==> src/pkg/flash_front_pkg.sv <==
// Behaviour
// - select high deselects; every data lane output driver is released.
// - after power-up no instruction is taken until select has fallen from high.
// - single-lane instruction, address and data bits are sampled on rising clock edges.
// - single-lane read data and status change on falling clock edges.
// - clock modes 0 and 3 both work; idle clock level is ignored.
// - dual read instructions use lanes 0 and 1, two bits per clock.
// - quad instructions use lanes 0 to 3; others use only lanes 0 and 1.
// - dual/quad input captured on rising edges, output driven on falling edges.
// - power-on state takes its address mode from the power-up mode bit.
// - the power-up address mode bit comes out of reset as 0.
// - enter-4-byte and exit-4-byte instructions switch the address mode.
// - the current address mode bit always shows the mode in effect.
// - in 3-byte mode the extended address register supplies the upper address byte.
// - in 4-byte mode the four address bytes alone form the address.
// - software reset needs reset-enable then reset as consecutive instructions.
// - after software reset, instructions are refused for about 30 us.
// - the hardware reset pin low resets the device in any state; the code keeps the counter unit (busy timer and result run on) and the APB-written registers.
// - four 32-bit monotonic counters, each chosen by an 8-bit counter address.
// - increment-counter commands are authenticated by comparing a keyed hash with the supplied one; other counter commands are not checked.
// - write-root-key stores the key and clears the counters to zero; the code keeps no key, it only sets root_set.
// - once the root key is stored it is never changed nor sent out.
// - counter status bit 0 is 1 while a counter command executes.
`default_nettype none
package flash_front_pkg;
  localparam int          CLK_PERIOD_PS = 8000;
  localparam int          TRST_US       = 30;
  localparam logic [11:0] TRST_COUNT    = 12'((TRST_US * 1000000 + CLK_PERIOD_PS - 1) / CLK_PERIOD_PS);
  localparam logic [7:0]  OP_READ     = 8'h03;
  localparam logic [7:0]  OP_FAST     = 8'h0b;
  localparam logic [7:0]  OP_DUAL_OUT = 8'h3b;
  localparam logic [7:0]  OP_DUAL_IO  = 8'hbb;
  localparam logic [7:0]  OP_QUAD_OUT = 8'h6b;
  localparam logic [7:0]  OP_QUAD_IO  = 8'heb;
  localparam logic [7:0]  OP_RST_EN   = 8'h66;
  localparam logic [7:0]  OP_RST      = 8'h99;
  localparam logic [7:0]  OP_EN4      = 8'hb7;
  localparam logic [7:0]  OP_EX4      = 8'he9;
  localparam logic [7:0]  OP_RD_SR3   = 8'h15;
  localparam logic [7:0]  OP_WR_EXT   = 8'hc5;
  localparam logic [7:0]  OP_RD_EXT   = 8'hc8;
  localparam logic [7:0]  OP_CTR_CMD  = 8'h9b;
  localparam logic [7:0]  OP_CTR_STAT = 8'h96;
  localparam logic [3:0]  DUMMY_FAST    = 4'h8;
  localparam logic [3:0]  DUMMY_DUAL_IO = 4'h4;
  localparam logic [3:0]  DUMMY_QUAD_IO = 4'h6;
  localparam logic [2:0]  ADDR_BYTES_3  = 3'h3;
  localparam logic [2:0]  ADDR_BYTES_4  = 3'h4;
  localparam logic [7:0]  RP_BUSY         = 8'h01;
  localparam logic [7:0]  RP_ERR_OVERRITE = 8'h02;
  localparam logic [7:0]  RP_ERR_SIG      = 8'h04;
  localparam logic [7:0]  RP_ERR_UNINIT   = 8'h08;
  localparam logic [7:0]  RP_OK           = 8'h80;
  localparam logic [7:0]  RP_WRITE_ROOT   = 8'h00;
  localparam logic [7:0]  RP_INCREMENT    = 8'h02;
  localparam logic [5:0]  RP_BYTE_TYPE    = 6'h00;
  localparam logic [5:0]  RP_BYTE_CTR     = 6'h01;
  localparam logic [5:0]  RP_BYTE_TAG_END = 6'h05;
  localparam int          NUM_CTR = 4;
  localparam int          MEM_AW  = 4;
  localparam int          ADDR_W  = 12;
  localparam logic [11:0] REG_CTRL     = 12'h000;
  localparam logic [11:0] REG_STATUS   = 12'h004;
  localparam logic [11:0] REG_EXT      = 12'h008;
  localparam logic [11:0] REG_SIG      = 12'h00c;
  localparam logic [11:0] REG_CTR_STAT = 12'h010;
  localparam logic [11:0] REG_CNT_BASE = 12'h020;
  localparam logic [11:0] REG_MEM_BASE = 12'h040;

  typedef enum logic [2:0] {ph_idle, ph_opcode, ph_addr, ph_dummy, ph_din, ph_dout, ph_skip} phase_t;
  typedef enum logic [3:0] {k_none, k_read, k_sr3, k_rd_ext, k_wr_ext, k_en4, k_ex4,
                            k_rst_en, k_rst, k_op1, k_op2} kind_t;
  typedef struct packed {
    kind_t      kind;
    logic [2:0] addr_lanes;
    logic [2:0] data_lanes;
    logic       has_addr;
    logic [3:0] dummy;
  } op_info_t;
  typedef struct packed {
    logic       sclk;
    logic       cs_n;
    logic [3:0] lanes;
    logic       hw_rst_n;
  } pins_t;
  typedef struct packed {
    logic [25:0] unused;
    logic        rst_armed;
    logic        ctr_busy;
    logic        root_set;
    logic        in_reset;
    logic        pu_mode;
    logic        cur_mode;
  } status_t;

  function automatic op_info_t decode_op(input logic [7:0] op);
    op_info_t i;
    i = '{kind: k_none, addr_lanes: 3'h1, data_lanes: 3'h1, has_addr: 1'h0, dummy: 4'h0};
    case (op)
      OP_READ:     begin i.kind = k_read; i.has_addr = 1'h1; end
      OP_FAST:     begin i.kind = k_read; i.has_addr = 1'h1; i.dummy = DUMMY_FAST; end
      OP_DUAL_OUT: begin i.kind = k_read; i.has_addr = 1'h1; i.dummy = DUMMY_FAST; i.data_lanes = 3'h2; end
      OP_DUAL_IO:  begin i.kind = k_read; i.has_addr = 1'h1; i.dummy = DUMMY_DUAL_IO;
                         i.addr_lanes = 3'h2; i.data_lanes = 3'h2; end
      OP_QUAD_OUT: begin i.kind = k_read; i.has_addr = 1'h1; i.dummy = DUMMY_FAST; i.data_lanes = 3'h4; end
      OP_QUAD_IO:  begin i.kind = k_read; i.has_addr = 1'h1; i.dummy = DUMMY_QUAD_IO;
                         i.addr_lanes = 3'h4; i.data_lanes = 3'h4; end
      OP_RST_EN:   i.kind = k_rst_en;
      OP_RST:      i.kind = k_rst;
      OP_EN4:      i.kind = k_en4;
      OP_EX4:      i.kind = k_ex4;
      OP_RD_SR3:   i.kind = k_sr3;
      OP_WR_EXT:   i.kind = k_wr_ext;
      OP_RD_EXT:   i.kind = k_rd_ext;
      OP_CTR_CMD:  i.kind = k_op1;
      OP_CTR_STAT: i.kind = k_op2;
      default:     i.kind = k_none;
    endcase
    return i;
  endfunction : decode_op
endpackage : flash_front_pkg
`default_nettype wire

==> src/design/flash_front.sv <==
// The address map and the APB register port were decided locally.
`default_nettype none
module flash_front #(
  parameter int CTR_BUSY_CYCLES = 16
) (
  input  wire logic        pclk,
  input  wire logic        presetn,
  input  wire logic        psel,
  input  wire logic        penable,
  input  wire logic        pwrite,
  input  wire logic [11:0] paddr,
  input  wire logic [31:0] pwdata,
  output logic      [31:0] prdata,
  output logic             pready,
  output logic             pslverr,
  input  wire logic        sclk,
  input  wire logic        cs_n,
  input  wire logic        hw_reset_n,
  input  wire logic [3:0]  data_lane_in,
  output logic      [3:0]  data_lane_out,
  output logic      [3:0]  data_lane_oe
);
  // pin synchroniser; s1 feeds only s2, s3 is a delayed copy for edge finding
  flash_front_pkg::pins_t s1;
  flash_front_pkg::pins_t s2;
  flash_front_pkg::pins_t s3;
  flash_front_pkg::pins_t pins_raw;
  localparam flash_front_pkg::pins_t PINS_IDLE = '{sclk: 1'h0, cs_n: 1'h1, lanes: 4'h0, hw_rst_n: 1'h1};

  assign pins_raw = '{sclk: sclk, cs_n: cs_n, lanes: data_lane_in, hw_rst_n: hw_reset_n};

  always_ff @(posedge pclk or negedge presetn)
  begin
    if (!presetn)
    begin
      s1 <= PINS_IDLE;
      s2 <= PINS_IDLE;
      s3 <= PINS_IDLE;
    end
    else
    begin
      s1 <= pins_raw;
      s2 <= s1;
      s3 <= s2;
    end
  end

  // edges of the serial clock are found in the pclk domain; mode 0 and 3 differ only in idle level
  logic sclk_rise;
  logic sclk_fall;
  logic cs_fall;
  logic cs_rise;
  logic hw_reset;
  logic serial_in_line;
  assign sclk_rise      = s2.sclk & ~s3.sclk & ~s2.cs_n;
  assign sclk_fall      = ~s2.sclk & s3.sclk & ~s2.cs_n;
  assign cs_fall        = ~s2.cs_n & s3.cs_n;
  assign cs_rise        = s2.cs_n & ~s3.cs_n;
  assign hw_reset       = ~s2.hw_rst_n;
  assign serial_in_line = s2.lanes[0];

  flash_front_pkg::phase_t   phase;
  flash_front_pkg::op_info_t info;
  flash_front_pkg::op_info_t dec;
  logic [3:0]  bitcnt;
  logic [7:0]  ish;
  logic [31:0] addr;
  logic [2:0]  abytes;
  logic [3:0]  dcnt;
  logic [5:0]  bytecnt;
  logic        op_seen;
  logic        current_addr_mode_bit;
  logic        power_up_addr_mode_bit;
  logic [7:0]  ext;
  logic        rst_armed;
  logic [11:0] rst_timer;
  logic        cs_seen_high;
  logic        frame_ok;

  function automatic flash_front_pkg::phase_t after_addr(input flash_front_pkg::op_info_t i);
    if (i.dummy != 4'h0)
      return flash_front_pkg::ph_dummy;
    else if (i.kind inside {flash_front_pkg::k_read, flash_front_pkg::k_sr3,
                            flash_front_pkg::k_rd_ext, flash_front_pkg::k_op2})
      return flash_front_pkg::ph_dout;
    else if (i.kind inside {flash_front_pkg::k_wr_ext, flash_front_pkg::k_op1})
      return flash_front_pkg::ph_din;
    else
      return flash_front_pkg::ph_skip;
  endfunction : after_addr

  // input collection: opcode always single lane, later phases use the instruction's lane count
  logic [2:0] w_in;
  logic [7:0] byte_in;
  logic [3:0] bits_after;
  logic       collecting;
  logic       byte_done;
  logic       addr_done;
  logic       din_done;
  logic [31:0] full_addr;
  assign w_in       = (phase == flash_front_pkg::ph_opcode) ? 3'h1 : info.addr_lanes;
  assign byte_in    = (w_in == 3'h4) ? {ish[3:0], s2.lanes} :
                      (w_in == 3'h2) ? {ish[5:0], s2.lanes[1:0]} :
                                       {ish[6:0], serial_in_line};
  assign bits_after = bitcnt + {1'h0, w_in};
  assign collecting = phase inside {flash_front_pkg::ph_opcode, flash_front_pkg::ph_addr,
                                    flash_front_pkg::ph_din};
  assign byte_done  = sclk_rise & collecting & (bits_after == 4'h8);
  assign addr_done  = byte_done & (phase == flash_front_pkg::ph_addr) & (abytes == 3'h1);
  assign din_done   = byte_done & (phase == flash_front_pkg::ph_din);
  assign dec        = flash_front_pkg::decode_op(byte_in);
  assign frame_ok   = cs_seen_high & (rst_timer == 12'h000);
  // 3-byte mode takes the top byte from the extended register; 4-byte mode ignores it
  assign full_addr  = current_addr_mode_bit ? {addr[23:0], byte_in}
                                            : {ext, addr[15:0], byte_in};

  always_ff @(posedge pclk or negedge presetn)
  begin
    if (!presetn)
    begin
      phase   <= flash_front_pkg::ph_idle;
      info    <= '0;
      bitcnt  <= 4'h0;
      ish     <= 8'h00;
      addr    <= 32'h0000_0000;
      abytes  <= 3'h0;
      dcnt    <= 4'h0;
      bytecnt <= 6'h00;
      op_seen <= 1'h0;
    end
    else if (hw_reset)
    begin
      phase   <= s2.cs_n ? flash_front_pkg::ph_idle : flash_front_pkg::ph_skip;
      op_seen <= 1'h0;
    end
    else if (cs_rise)
    begin
      phase   <= flash_front_pkg::ph_idle;
      op_seen <= 1'h0;
    end
    else if (cs_fall)
    begin
      // refused frames are skipped whole until select rises again
      phase   <= frame_ok ? flash_front_pkg::ph_opcode : flash_front_pkg::ph_skip;
      bitcnt  <= 4'h0;
      bytecnt <= 6'h00;
    end
    else if (sclk_rise && collecting)
    begin
      ish    <= byte_in;
      bitcnt <= byte_done ? 4'h0 : bits_after;
      if (byte_done)
      begin
        case (phase)
          flash_front_pkg::ph_opcode:
          begin
            info    <= dec;
            op_seen <= 1'h1;
            abytes  <= current_addr_mode_bit ? flash_front_pkg::ADDR_BYTES_4 : flash_front_pkg::ADDR_BYTES_3;
            dcnt    <= dec.dummy;
            phase   <= dec.has_addr ? flash_front_pkg::ph_addr : after_addr(dec);
          end
          flash_front_pkg::ph_addr:
          begin
            addr   <= {addr[23:0], byte_in};
            abytes <= abytes - 3'h1;
            if (abytes == 3'h1)
              phase <= after_addr(info);
          end
          default:
          begin
            if (bytecnt != 6'h3f)
              bytecnt <= bytecnt + 6'h01;
          end
        endcase
      end
    end
    else if (sclk_rise && phase == flash_front_pkg::ph_dummy)
    begin
      dcnt <= dcnt - 4'h1;
      if (dcnt == 4'h1)
        phase <= flash_front_pkg::ph_dout;
    end
  end

  // address mode, extended address, software reset sequencing
  logic sw_reset;
  logic instr_end;
  logic [1:0] sync_live;
  assign instr_end = cs_rise & op_seen;
  assign sw_reset  = instr_end & (info.kind == flash_front_pkg::k_rst) & rst_armed;

  always_ff @(posedge pclk or negedge presetn)
  begin
    if (!presetn)
    begin
      current_addr_mode_bit <= 1'h0;
      ext                   <= 8'h00;
      rst_armed             <= 1'h0;
      rst_timer             <= 12'h000;
      cs_seen_high          <= 1'h0;
      sync_live             <= 2'h0;
    end
    else
    begin
      // the synchroniser's reset level is no real pin level; wait until it has flushed
      sync_live <= {sync_live[0], 1'h1};
      if (s2.cs_n && sync_live[1])
        cs_seen_high <= 1'h1;
      if (hw_reset)
      begin
        current_addr_mode_bit <= power_up_addr_mode_bit;
        ext                   <= 8'h00;
        rst_armed             <= 1'h0;
        rst_timer             <= 12'h000;
      end
      else if (sw_reset)
      begin
        current_addr_mode_bit <= power_up_addr_mode_bit;
        ext                   <= 8'h00;
        rst_armed             <= 1'h0;
        rst_timer             <= flash_front_pkg::TRST_COUNT;
      end
      else
      begin
        if (rst_timer != 12'h000)
          rst_timer <= rst_timer - 12'h001;
        if (din_done && info.kind == flash_front_pkg::k_wr_ext && bytecnt == 6'h00)
          ext <= byte_in;
        if (instr_end)
        begin
          rst_armed <= (info.kind == flash_front_pkg::k_rst_en);
          if (info.kind == flash_front_pkg::k_en4)
            current_addr_mode_bit <= 1'h1;
          else if (info.kind == flash_front_pkg::k_ex4)
            current_addr_mode_bit <= 1'h0;
        end
      end
    end
  end

  // replay-protected counter unit
  logic [31:0] ctr [flash_front_pkg::NUM_CTR];
  logic [7:0]  rp_type;
  logic [7:0]  rp_ctr;
  logic [31:0] rp_tag;
  logic [31:0] sig_expect;
  logic        root_set;
  logic [7:0]  rp_timer;
  logic [7:0]  rp_result;
  logic [7:0]  rp_status;
  logic        rp_busy;
  logic        rp_start;
  logic        rp_ctr_ok;
  logic        rp_sig_ok;
  localparam logic [7:0] RP_BUSY_COUNT = 8'(CTR_BUSY_CYCLES);

  assign rp_busy   = (rp_timer != 8'h00);
  assign rp_status = rp_busy ? flash_front_pkg::RP_BUSY : rp_result;
  assign rp_start  = instr_end & (info.kind == flash_front_pkg::k_op1) & ~rp_busy;
  assign rp_ctr_ok = (rp_ctr < 8'(flash_front_pkg::NUM_CTR));
  // sig_expect stands for the keyed-hash engine result for the pending command
  assign rp_sig_ok = (rp_tag == sig_expect);

  always_ff @(posedge pclk or negedge presetn)
  begin
    if (!presetn)
    begin
      for (int k = 0; k < flash_front_pkg::NUM_CTR; k++)
        ctr[k] <= 32'h0000_0000;
      rp_type   <= 8'h00;
      rp_ctr    <= 8'h00;
      rp_tag    <= 32'h0000_0000;
      root_set  <= 1'h0;
      rp_timer  <= 8'h00;
      rp_result <= 8'h00;
    end
    else
    begin
      if (din_done && info.kind == flash_front_pkg::k_op1)
      begin
        if (bytecnt == flash_front_pkg::RP_BYTE_TYPE)
          rp_type <= byte_in;
        else if (bytecnt == flash_front_pkg::RP_BYTE_CTR)
          rp_ctr <= byte_in;
        else if (bytecnt <= flash_front_pkg::RP_BYTE_TAG_END)
          rp_tag <= {rp_tag[23:0], byte_in};
      end
      // the pin reset leaves counter work alone; only the software reset aborts it
      if (sw_reset)
        rp_timer <= 8'h00;
      else if (rp_start)
      begin
        if (rp_type == flash_front_pkg::RP_WRITE_ROOT)
        begin
          if (root_set)
            rp_result <= flash_front_pkg::RP_ERR_OVERRITE;
          else
          begin
            root_set <= 1'h1;
            for (int k = 0; k < flash_front_pkg::NUM_CTR; k++)
              ctr[k] <= 32'h0000_0000;
            rp_timer  <= RP_BUSY_COUNT;
            rp_result <= flash_front_pkg::RP_OK;
          end
        end
        else if (rp_type == flash_front_pkg::RP_INCREMENT)
        begin
          if (!root_set)
            rp_result <= flash_front_pkg::RP_ERR_UNINIT;
          else if (!rp_ctr_ok || !rp_sig_ok)
            rp_result <= flash_front_pkg::RP_ERR_SIG;
          else
          begin
            ctr[rp_ctr[1:0]] <= ctr[rp_ctr[1:0]] + 32'h0000_0001;
            rp_timer         <= RP_BUSY_COUNT;
            rp_result        <= flash_front_pkg::RP_OK;
          end
        end
        else
        begin
          rp_timer  <= RP_BUSY_COUNT;
          rp_result <= flash_front_pkg::RP_OK;
        end
      end
      else if (rp_busy)
        rp_timer <= rp_timer - 8'h01;
    end
  end

  // serial output path; the root key has no path here at all
  logic [7:0]  mem [2**flash_front_pkg::MEM_AW];
  logic [31:0] ptr;
  logic [7:0]  obuf;
  logic [3:0]  ocnt;
  logic [7:0]  src_byte;
  logic [7:0]  cur;
  logic [2:0]  w_out;
  logic [3:0]  lanes_next;
  logic [3:0]  oe_mask;
  logic        out_phase;

  assign src_byte   = (info.kind == flash_front_pkg::k_read)   ? mem[ptr[flash_front_pkg::MEM_AW-1:0]] :
                      (info.kind == flash_front_pkg::k_sr3)    ? {6'h00, power_up_addr_mode_bit,
                                                                   current_addr_mode_bit} :
                      (info.kind == flash_front_pkg::k_rd_ext) ? ext : rp_status;
  assign cur        = (ocnt == 4'h0) ? src_byte : obuf;
  assign w_out      = info.data_lanes;
  assign lanes_next = (w_out == 3'h4) ? cur[7:4] :
                      (w_out == 3'h2) ? {2'h0, cur[7:6]} :
                                        {2'h0, cur[7], 1'h0};
  assign oe_mask    = (w_out == 3'h4) ? 4'hf : (w_out == 3'h2) ? 4'h3 : 4'h2;
  assign out_phase  = (phase == flash_front_pkg::ph_dout) & ~s2.cs_n;

  always_ff @(posedge pclk or negedge presetn)
  begin
    if (!presetn)
    begin
      ptr           <= 32'h0000_0000;
      obuf          <= 8'h00;
      ocnt          <= 4'h0;
      data_lane_out <= 4'h0;
      data_lane_oe  <= 4'h0;
    end
    else
    begin
      if (addr_done)
        ptr <= full_addr;
      if (cs_fall)
        ocnt <= 4'h0;
      if (!out_phase)
        data_lane_oe <= 4'h0;
      else if (sclk_fall)
      begin
        data_lane_oe  <= oe_mask;
        data_lane_out <= lanes_next;
        obuf          <= cur << w_out;
        ocnt          <= ((ocnt == 4'h0) ? 4'h8 : ocnt) - {1'h0, w_out};
        if (ocnt == 4'h0 && info.kind == flash_front_pkg::k_read)
          ptr <= ptr + 32'h0000_0001;
      end
    end
  end

  // apb slave: zero wait, pready raised for the access phase of every transfer
  flash_front_pkg::status_t st;
  logic [31:0] rd_word;
  logic        rd_hit;
  logic        wr_go;
  logic        cnt_sel;
  logic        mem_sel;
  assign st      = '{unused: 26'h0, rst_armed: rst_armed, ctr_busy: rp_busy, root_set: root_set,
                     in_reset: (rst_timer != 12'h000), pu_mode: power_up_addr_mode_bit,
                     cur_mode: current_addr_mode_bit};
  assign cnt_sel = (paddr[11:4] == flash_front_pkg::REG_CNT_BASE[11:4]);
  assign mem_sel = (paddr[11:6] == flash_front_pkg::REG_MEM_BASE[11:6]);
  assign wr_go   = psel & penable & pready & pwrite & (paddr[1:0] == 2'h0);

  always_comb
  begin
    rd_word = 32'h0000_0000;
    rd_hit  = 1'h1;
    if (paddr[1:0] != 2'h0)
      rd_hit = 1'h0;
    else if (paddr == flash_front_pkg::REG_CTRL)
      rd_word = {31'h0, power_up_addr_mode_bit};
    else if (paddr == flash_front_pkg::REG_STATUS)
      rd_word = st;
    else if (paddr == flash_front_pkg::REG_EXT)
      rd_word = {24'h0, ext};
    else if (paddr == flash_front_pkg::REG_SIG)
      rd_word = sig_expect;
    else if (paddr == flash_front_pkg::REG_CTR_STAT)
      rd_word = {24'h0, rp_status};
    else if (cnt_sel)
      rd_word = ctr[paddr[3:2]];
    else if (mem_sel)
      rd_word = {24'h0, mem[paddr[5:2]]};
    else
      rd_hit = 1'h0;
  end

  always_ff @(posedge pclk or negedge presetn)
  begin
    if (!presetn)
    begin
      pready                 <= 1'h0;
      prdata                 <= 32'h0000_0000;
      pslverr                <= 1'h0;
      power_up_addr_mode_bit <= 1'h0;
      sig_expect             <= 32'h0000_0000;
      for (int k = 0; k < 2**flash_front_pkg::MEM_AW; k++)
        mem[k] <= 8'h00;
    end
    else
    begin
      pready <= psel & ~penable;
      if (psel && !penable)
      begin
        prdata  <= pwrite ? 32'h0000_0000 : rd_word;
        pslverr <= ~rd_hit;
      end
      if (wr_go && paddr == flash_front_pkg::REG_CTRL)
        power_up_addr_mode_bit <= pwdata[0];
      if (wr_go && paddr == flash_front_pkg::REG_SIG)
        sig_expect <= pwdata;
      if (wr_go && mem_sel)
        mem[paddr[5:2]] <= pwdata[7:0];
    end
  end
endmodule : flash_front
`default_nettype wire

==> config.mk <==
export PLATFORM = sky130hd
export DESIGN_NAME = flash_front
export DESIGN_NICKNAME = d
export VERILOG_FILES = /design/src/pkg/flash_front_pkg.sv /design/src/design/flash_front.sv
export SDC_FILE = /design/constraint.sdc
export NUM_CORES = 1
export LEC_CHECK = 0
export BUFFER_PORTS_ARGS = -buffer_cell sky130_fd_sc_hd__clkbuf_2
export CAP_MARGIN = 25
export CORE_UTILIZATION = 61
export DETAILED_ROUTE_END_ITERATION = 7
export PLACE_DENSITY = 0.8
export SLEW_MARGIN = 20
export SYNTH_ARGS = -nofsm -noshare
export SYNTH_HDL_FRONTEND = slang
export SYNTH_SLANG_ARGS = --single-unit
==> constraint.sdc <==
create_clock -name pclk -period 7.8 [get_ports pclk]
set_input_delay 1.56 -clock pclk [delete_from_list [all_inputs] [get_ports pclk]]
set_output_delay 1.56 -clock pclk [all_outputs]
set_load 0.005 [all_outputs]
[Yosys cells after proc, flatten, opt, wreduce, memory -nomap -nowiden]
Cells that the tools add are included.
Storage, ports and cells
  bits in registers: 547
Operators by class
  $add $sub $neg: 9
  order comparisons: 8
  eq/ne operators: 75
  shift operators: 1
  muxes and demuxes: 133
  bitwise logic cells: 39
  reduce and logical (&&, ||, !) cells: 64
Operators with widths (count)
  128-bit 2-to-1 mux: 5
  32-bit 2-to-1 mux: 18
  128-bit bitwise mux: 2
  8-bit 2-to-1 mux: 29
  32-bit binary-select mux with 2-bit select: 2
  8-bit equality test, second input constant: 9
  32-bit by 1-bit adder with 32-bit output, second input constant: 2
  8-bit binary-select mux with 4-bit select: 2
  32-bit demux with 2-bit select: 1
  4-bit 2-to-1 mux: 15
  3-bit 2-to-1 mux: 15
  4-bit case mux with 10 select lines: 1
  12-bit 2-to-1 mux: 3
  6-bit AND reduction: 6
  8-bit demux with 4-bit select: 1
  32-bit equality test: 1
  6-bit 2-to-1 mux: 5
  1-bit 2-to-1 mux: 25
  12-bit by 4-bit equality test with 1-bit output, second input constant: 2
  4-bit equality test, second input constant: 6
  8-bit by 2-bit equality test with 1-bit output, second input constant: 3
  12-bit logical NOT: 2
  3-bit case mux with 2 select lines: 4
  1-bit bitwise AND: 23
  60 further kinds: 147

[Depth between registers and ports, before layout]
  depth after elaboration: 20
  gate-level depth with buffers: 15
  gate-level depth less buffers: 11

[Least setup slack after synthesis]
No wires, ideal clock.
  path type: input -> register
  start point: input port paddr[2]
  end point: register prdata[2]
  setup time: 0.121 ns
  data arrival time: 3.940 ns
  data required time: 7.679 ns
  slack: 3.739 ns
  stages: 8
  buffers on the path: 3
  path through: buf_2 buf_2 buf_1 mux4_2 mux4_2 a22oi_1 nand3_1 a22o_1
On the way
  longest elaborated chain between the ends: 13
  elaborated cells on any way between the ends: 22
  classes of those cells: 4 x eq/ne; 15 x mux; 2 x bitwise; 1 x reduce/logical
RTL lines
  start: declaration: line flash_front.sv:11  | input wire logic [11:0] paddr,
  4-bit NOT with 5-bit output (not written as such): line flash_front.sv:418  | rd_word = {24'h0, mem[paddr[5:2]]};
  8-bit binary-select mux with 4-bit select: line flash_front.sv:418
  8-bit 2-to-1 mux (not written as such) (2 in series): line flash_front.sv:418
  8-bit 2-to-1 mux: line flash_front.sv:417  | else if (mem_sel)
  32-bit 2-to-1 mux: line flash_front.sv:415  | else if (cnt_sel)
  32-bit 2-to-1 mux: line flash_front.sv:413  | else if (paddr == flash_front_pkg::REG_CTR_STAT)
  32-bit 2-to-1 mux: line flash_front.sv:411  | else if (paddr == flash_front_pkg::REG_SIG)
  32-bit 2-to-1 mux: line flash_front.sv:409  | else if (paddr == flash_front_pkg::REG_EXT)
  32-bit 2-to-1 mux: line flash_front.sv:407  | else if (paddr == flash_front_pkg::REG_STATUS)
  32-bit 2-to-1 mux *: line flash_front.sv:405  | else if (paddr == flash_front_pkg::REG_CTRL)
  32-bit 2-to-1 mux *: line flash_front.sv:403  | if (paddr[1:0] != 2'h0)
  32-bit 2-to-1 mux *: line flash_front.sv:440  | prdata <= pwrite ? 32'h0000_0000 : rd_word;
  end signal: assignment: line flash_front.sv:440
  end: declaration: line flash_front.sv:13  | output logic [31:0] prdata,
Mark *: on every way between the ends. The rest lies on a longest branch, timed or not. The select of a mux whose other input is x is not followed.
A chain may end at the register's enable or synchronous reset.

[Worst setup path in the final report]
  start point: register phase[0]
  end point: register ext[7]
On the way
  longest elaborated chain between the ends: 9
  elaborated cells on any way between the ends: 20
  classes of those cells: 1 x add/sub; 7 x eq/ne; 6 x mux; 3 x bitwise; 3 x reduce/logical
RTL lines
  start: declaration: line flash_front.sv:62  | flash_front_pkg::phase_t phase;
  start signal: assignment: line flash_front.sv:121  | phase <= flash_front_pkg::ph_idle;
  start signal: assignment: line flash_front.sv:133  | phase <= s2.cs_n ? flash_front_pkg::ph_idle : flash_front_pkg::ph_skip;
  start signal: assignment: line flash_front.sv:138  | phase <= flash_front_pkg::ph_idle;
  3-bit by 1-bit equality test with 1-bit output: line flash_front.sv:101, flash_front.sv:106
  3-bit 2-to-1 mux: line flash_front.sv:101  | assign w_in = (phase == flash_front_pkg::ph_opcode) ? 3'h1 : info.addr_lanes;
  4-bit by 3-bit adder with 4-bit output: line flash_front.sv:105  | assign bits_after = bitcnt + {1'h0, w_in};
  4-bit equality test: line flash_front.sv:108  | assign byte_done = sclk_rise & collecting & (bits_after == 4'h8);
  1-bit bitwise AND: line flash_front.sv:108
  1-bit bitwise AND: line flash_front.sv:110  | assign din_done = byte_done & (phase == flash_front_pkg::ph_din);
  1-bit logical AND (2 in series): line flash_front.sv:228  | if (din_done && info.kind == flash_front_pkg::k_wr_ext && bytecnt == 6'h00)
  3-bit by 1-bit != test with 1-bit output (no line)
  end signal: assignment: line flash_front.sv:229  | ext <= byte_in;
  end: declaration: line flash_front.sv:74  | logic [7:0] ext;
Several ways; a longest one is shown, not always the timed one. The select of a mux whose other input is x is not followed.

==> results.py <==
metrics = {
    "yosys": {
        "synthDominantCellAreaShare_pct": 47.7,
        "syn-num-nets": 2154,
        "synth.cell_area_um2": 25300,
        "synth_async_sr_flop_share_pct": 100,
        "synth_edf_count": 0,
        "syn-mean-instance-area_um2": 12.2,
        "ys.warnings.count": 0,
        "synth_seq_cells": 488,
        "ys_top_cells_by_area": "sky130_fd_sc_hd__dfrtp_1 (48%), sky130_fd_sc_hd__mux4_2 (12%), sky130_fd_sc_hd__mux2_2 (8.4%), sky130_fd_sc_hd__o2bb2ai_1 (4.1%), sky130_fd_sc_hd__nand2_1 (2.6%)",
        "postSynthCellCount": 2077,
        "synth_flop_cell": "sky130_fd_sc_hd__dfrtp_1",
        "yosys.cell_types.count": 92,
        "synth.largest_area_cell": "sky130_fd_sc_hd__dfrtp_1",
        "synth.yosys.seq_area_share_pct": 48.2,
    },
    "worst_setup_path": {
        "worstReg2RegEnd": "ext[7]",
        "worst-r2r-setup-slack_ps": 3650,
        "worst_setup_path_end_kind": "register",
        "critPathArrivalTime_ps": 4620,
        "crit_path_start_kind": "register",
        "crit_required_ps": 8280,
        "setup.worst_path.class": "register to register",
        "timing.rr.start": "phase[0]",
        "rr_worst_depth": 10,
        "crit_fanout": 19,
    },
    "drt": {
        "average_routed_wire_per_standard_cell_um": 25.0,
        "dr_total_vias": 18600,
        "post_detailed_route_count_of_antenna_violating_nets": 0,
        "detail_route.first_pass.iterations": 8,
        "drt-total-wl_mm": 67.3,
        "dr.first_iter.drc_count": 1997,
        "drcViolationCount": 1,
        "vias_per_cell": 6.89,
    },
    "job": {
        "cap_violations": 0,
    },
    "place": {
        "rd_place_congestion": 0.934,
        "place.detailed.instances": 2599,
        "portBuffers": 97,
        "dp_hpwl_mm": 44.1,
    },
    "die": {
        "row_count": 74,
        "die-height_um": 206,
        "die_area_um2": 42400,
        "num_io_pins": 98,
        "die_width_um": 206,
        "floorplan.initialDensity_pct": 61.9,
        "core_um2": 40900,
    },
    "global_route": {
        "global_route.usage.met2_pct": 52.7,
        "globalRouteOverflowTotal": 0,
        "use_met3_pct": 5.97,
        "globalRoute.busiestLayer": "met2",
        "grt_max_degree": 184,
        "met1_usage_pct": 44.1,
        "first_global_vias": 18900,
        "grt_util_all_layers_pct": 33.0,
        "antenna_violations_before_repair": 0,
        "grt_pass1_wl_mm": 107,
    },
    "power": {
        "max-vdd-ir-drop_uv": 178,
        "power.density_cell_area_nw_per_um2": 196,
        "power_leakage_nw": 12.4,
    },
    "min_path": {
        "min_to": "s2[6]",
        "hold_path_class": "register to register",
        "launch_instance_of_the_worst_min_delay_path": "s1[6]",
        "worst_hold_path.num_cells": 0,
    },
    "status": {
        "violations": "DRC",
        "run_status": "finished, violations left",
    },
    "clock_network": {
        "clk-insertion-delay-late_ps": 620,
        "cts_tree": "built",
        "clock_tree.htree_level_count": 2,
        "clock_sinks": 488,
        "clock-root-buffer": "sky130_fd_sc_hd__clkbuf_16",
        "post_cts.repair.setup_buffers": 0,
        "cts_made_buffers": 51,
        "cts_hold_buf": 0,
        "ctsLongestPathBuffers": 3,
        "path_clk_slew_ps": 60,
        "cts_resized": 0,
    },
    "timing": {
        "setup-tns-final_ps": 0,
        "maxClockFrequency_ghz": 0.241,
        "finalWorstPathRequiredPeriod_ps": 4150,
        "slew_headroom_pct": 36.8,
        "tightestPinTransition_ps": 949,
        "setup_viol": 0,
        "finalCritPeriodShare_pct": 53.2,
        "slew_violations": 0,
        "finClkSkew_ps": 24.5,
        "rsz_0062_raised_after_global_routing": "no",
        "hold_violation_count_in_the_final_report": 0,
    },
    "finish": {
        "final_common_cell": "sky130_fd_sc_hd__dfrtp_1",
        "utilization_pct": 68.3,
        "mostFrequentLayoutCells": "sky130_fd_sc_hd__dfrtp_1 (481), sky130_fd_sc_hd__mux2_2 (189), sky130_fd_sc_hd__nand2_1 (174), sky130_fd_sc_hd__mux4_2 (137), sky130_fd_sc_hd__o2bb2ai_1 (120)",
        "finish.net_count": 2199,
        "drive_above_1_share_pct": 26.5,
        "stdcell_count": 2695,
        "antennaDiodeCount": 0,
        "syn2layout_area_growth_pct": 10.3,
    },
}
-- sequential cells by signal, indices dropped and copies added, names as in the netlist, 8 cells and up --
| name | flops |
|---|---|
| rp_tag | 32 |
| rp_timer | 8 |
| mem | 128 |
| obuf | 8 |
| ext | 8 |
| rp_type | 8 |
| rp_ctr | 8 |
| prdata | 32 |
| info | 9 |
| ctr | 128 |
| sig_expect | 32 |
| rst_timer | 12 |
-- layout make-up --
class / instances / area (um2)
sequential: 488 / 12200
fill: 2824 / 13000
timing repair buffer: 123 / 761
inverter: 37 / 139
clock buffer: 80 / 1510
multi-input combinational: 1421 / 12400
tap: 532 / 666
clock inverter: 14 / 210
-- Yosys cell counts, types with 16 or more instances --
cell	n
sky130_fd_sc_hd__o21ai_0	91
sky130_fd_sc_hd__mux2i_1	21
sky130_fd_sc_hd__nor4_1	21
sky130_fd_sc_hd__o2bb2ai_1	120
sky130_fd_sc_hd__buf_1	16
sky130_fd_sc_hd__inv_1	36
sky130_fd_sc_hd__nor2_1	106
sky130_fd_sc_hd__xnor2_1	21
sky130_fd_sc_hd__mux2_2	189
sky130_fd_sc_hd__nand3_1	42
sky130_fd_sc_hd__nand4_1	23
sky130_fd_sc_hd__xor2_1	61
sky130_fd_sc_hd__mux4_2	137
sky130_fd_sc_hd__a21oi_1	42
sky130_fd_sc_hd__buf_2	34
sky130_fd_sc_hd__nor3_1	30
sky130_fd_sc_hd__a22oi_1	42
sky130_fd_sc_hd__clkbuf_1	76
sky130_fd_sc_hd__dfrtp_1	483
sky130_fd_sc_hd__nand2_1	174
sky130_fd_sc_hd__ha_1	20
sky130_fd_sc_hd__nor2b_1	20
-- worst max-delay path, stage by stage, from the launching register on --
cell	delay (ps)
sky130_fd_sc_hd__dfrtp_1	550
sky130_fd_sc_hd__or3b_1	700
sky130_fd_sc_hd__and2_1	310
sky130_fd_sc_hd__ha_1	360
sky130_fd_sc_hd__inv_1	70
sky130_fd_sc_hd__nor4_1	630
sky130_fd_sc_hd__o31ai_4	230
sky130_fd_sc_hd__nor2_1	220
sky130_fd_sc_hd__nand4b_1	540
sky130_fd_sc_hd__mux2i_1	360
sky130_fd_sc_hd__nor2_1	60
-- routing by layer --
metal | share of wire, % | up-vias
met5 | 0 | -
met4 | 4.4 | 0
met3 | 8.5 | 174
met2 | 48 | 953
met1 | 39 | 9481
li1 | - | 7972
-- power breakdown --
| group | internal, W | switching [W] |
|---|---|---|
| clock | 0.00146 | 0.00104 |
| sequential | 0.00257 | 0.0000435 |
| combinational | 0.000111 | 0.000242 |
| total | 0.00414 | 0.00132 |
-- cells by family (layout without fill, tap and decap cells) --
group                      count (synthesis)  after routing  share of synthesized area [%]
other                                      1              1                         0.0148
xor gates and xnor gates                  82             82                           2.83
muxes                                    356            356                           21.8
and+or+nand+nor                          527            527                           10.5
adders and majority gates                 21             21                           1.07
AOI/OAI and AO/OA                        434            434                           12.7
buffers and inverters                    168            254                           2.78
DFF                                      488            488                           48.2
-- worst max-delay path by stage --
| stage | to | slack [ps] | startpoint |
|---|---|---|---|
| 3_5_place_dp | prdata[1] | 3120 | paddr[2] |
| 3_3_place_gp | prdata[1] | 3120 | paddr[2] |
| 4_1_cts | ext[6] | 3690 | phase[0] |
| 6_report | ext[7] | 3650 | phase[0] |
| 5_1_grt | ext[5] | 3370 | phase[0] |
| 2_1_floorplan | prdata[2] | 3740 | paddr[2] |
-- metrics by stage --
step / instance area (um2) / total power [W] / hold WS [ps] / setup slack (ps)
floorplan: 25300 / 0.00285 / 331 / 3740
global placement: 26200 / 0.00298 / 332 / 3120
detailed placement: 26200 / 0.00300 / 335 / 3120
CTS: 27900 / 0.00548 / 357 / 3690
global route: 27900 / 0.00563 / 359 / 3370
finish: 27900 / 0.00546 / 355 / 3650
Note: power is estimated with default switching activity, not from simulation.
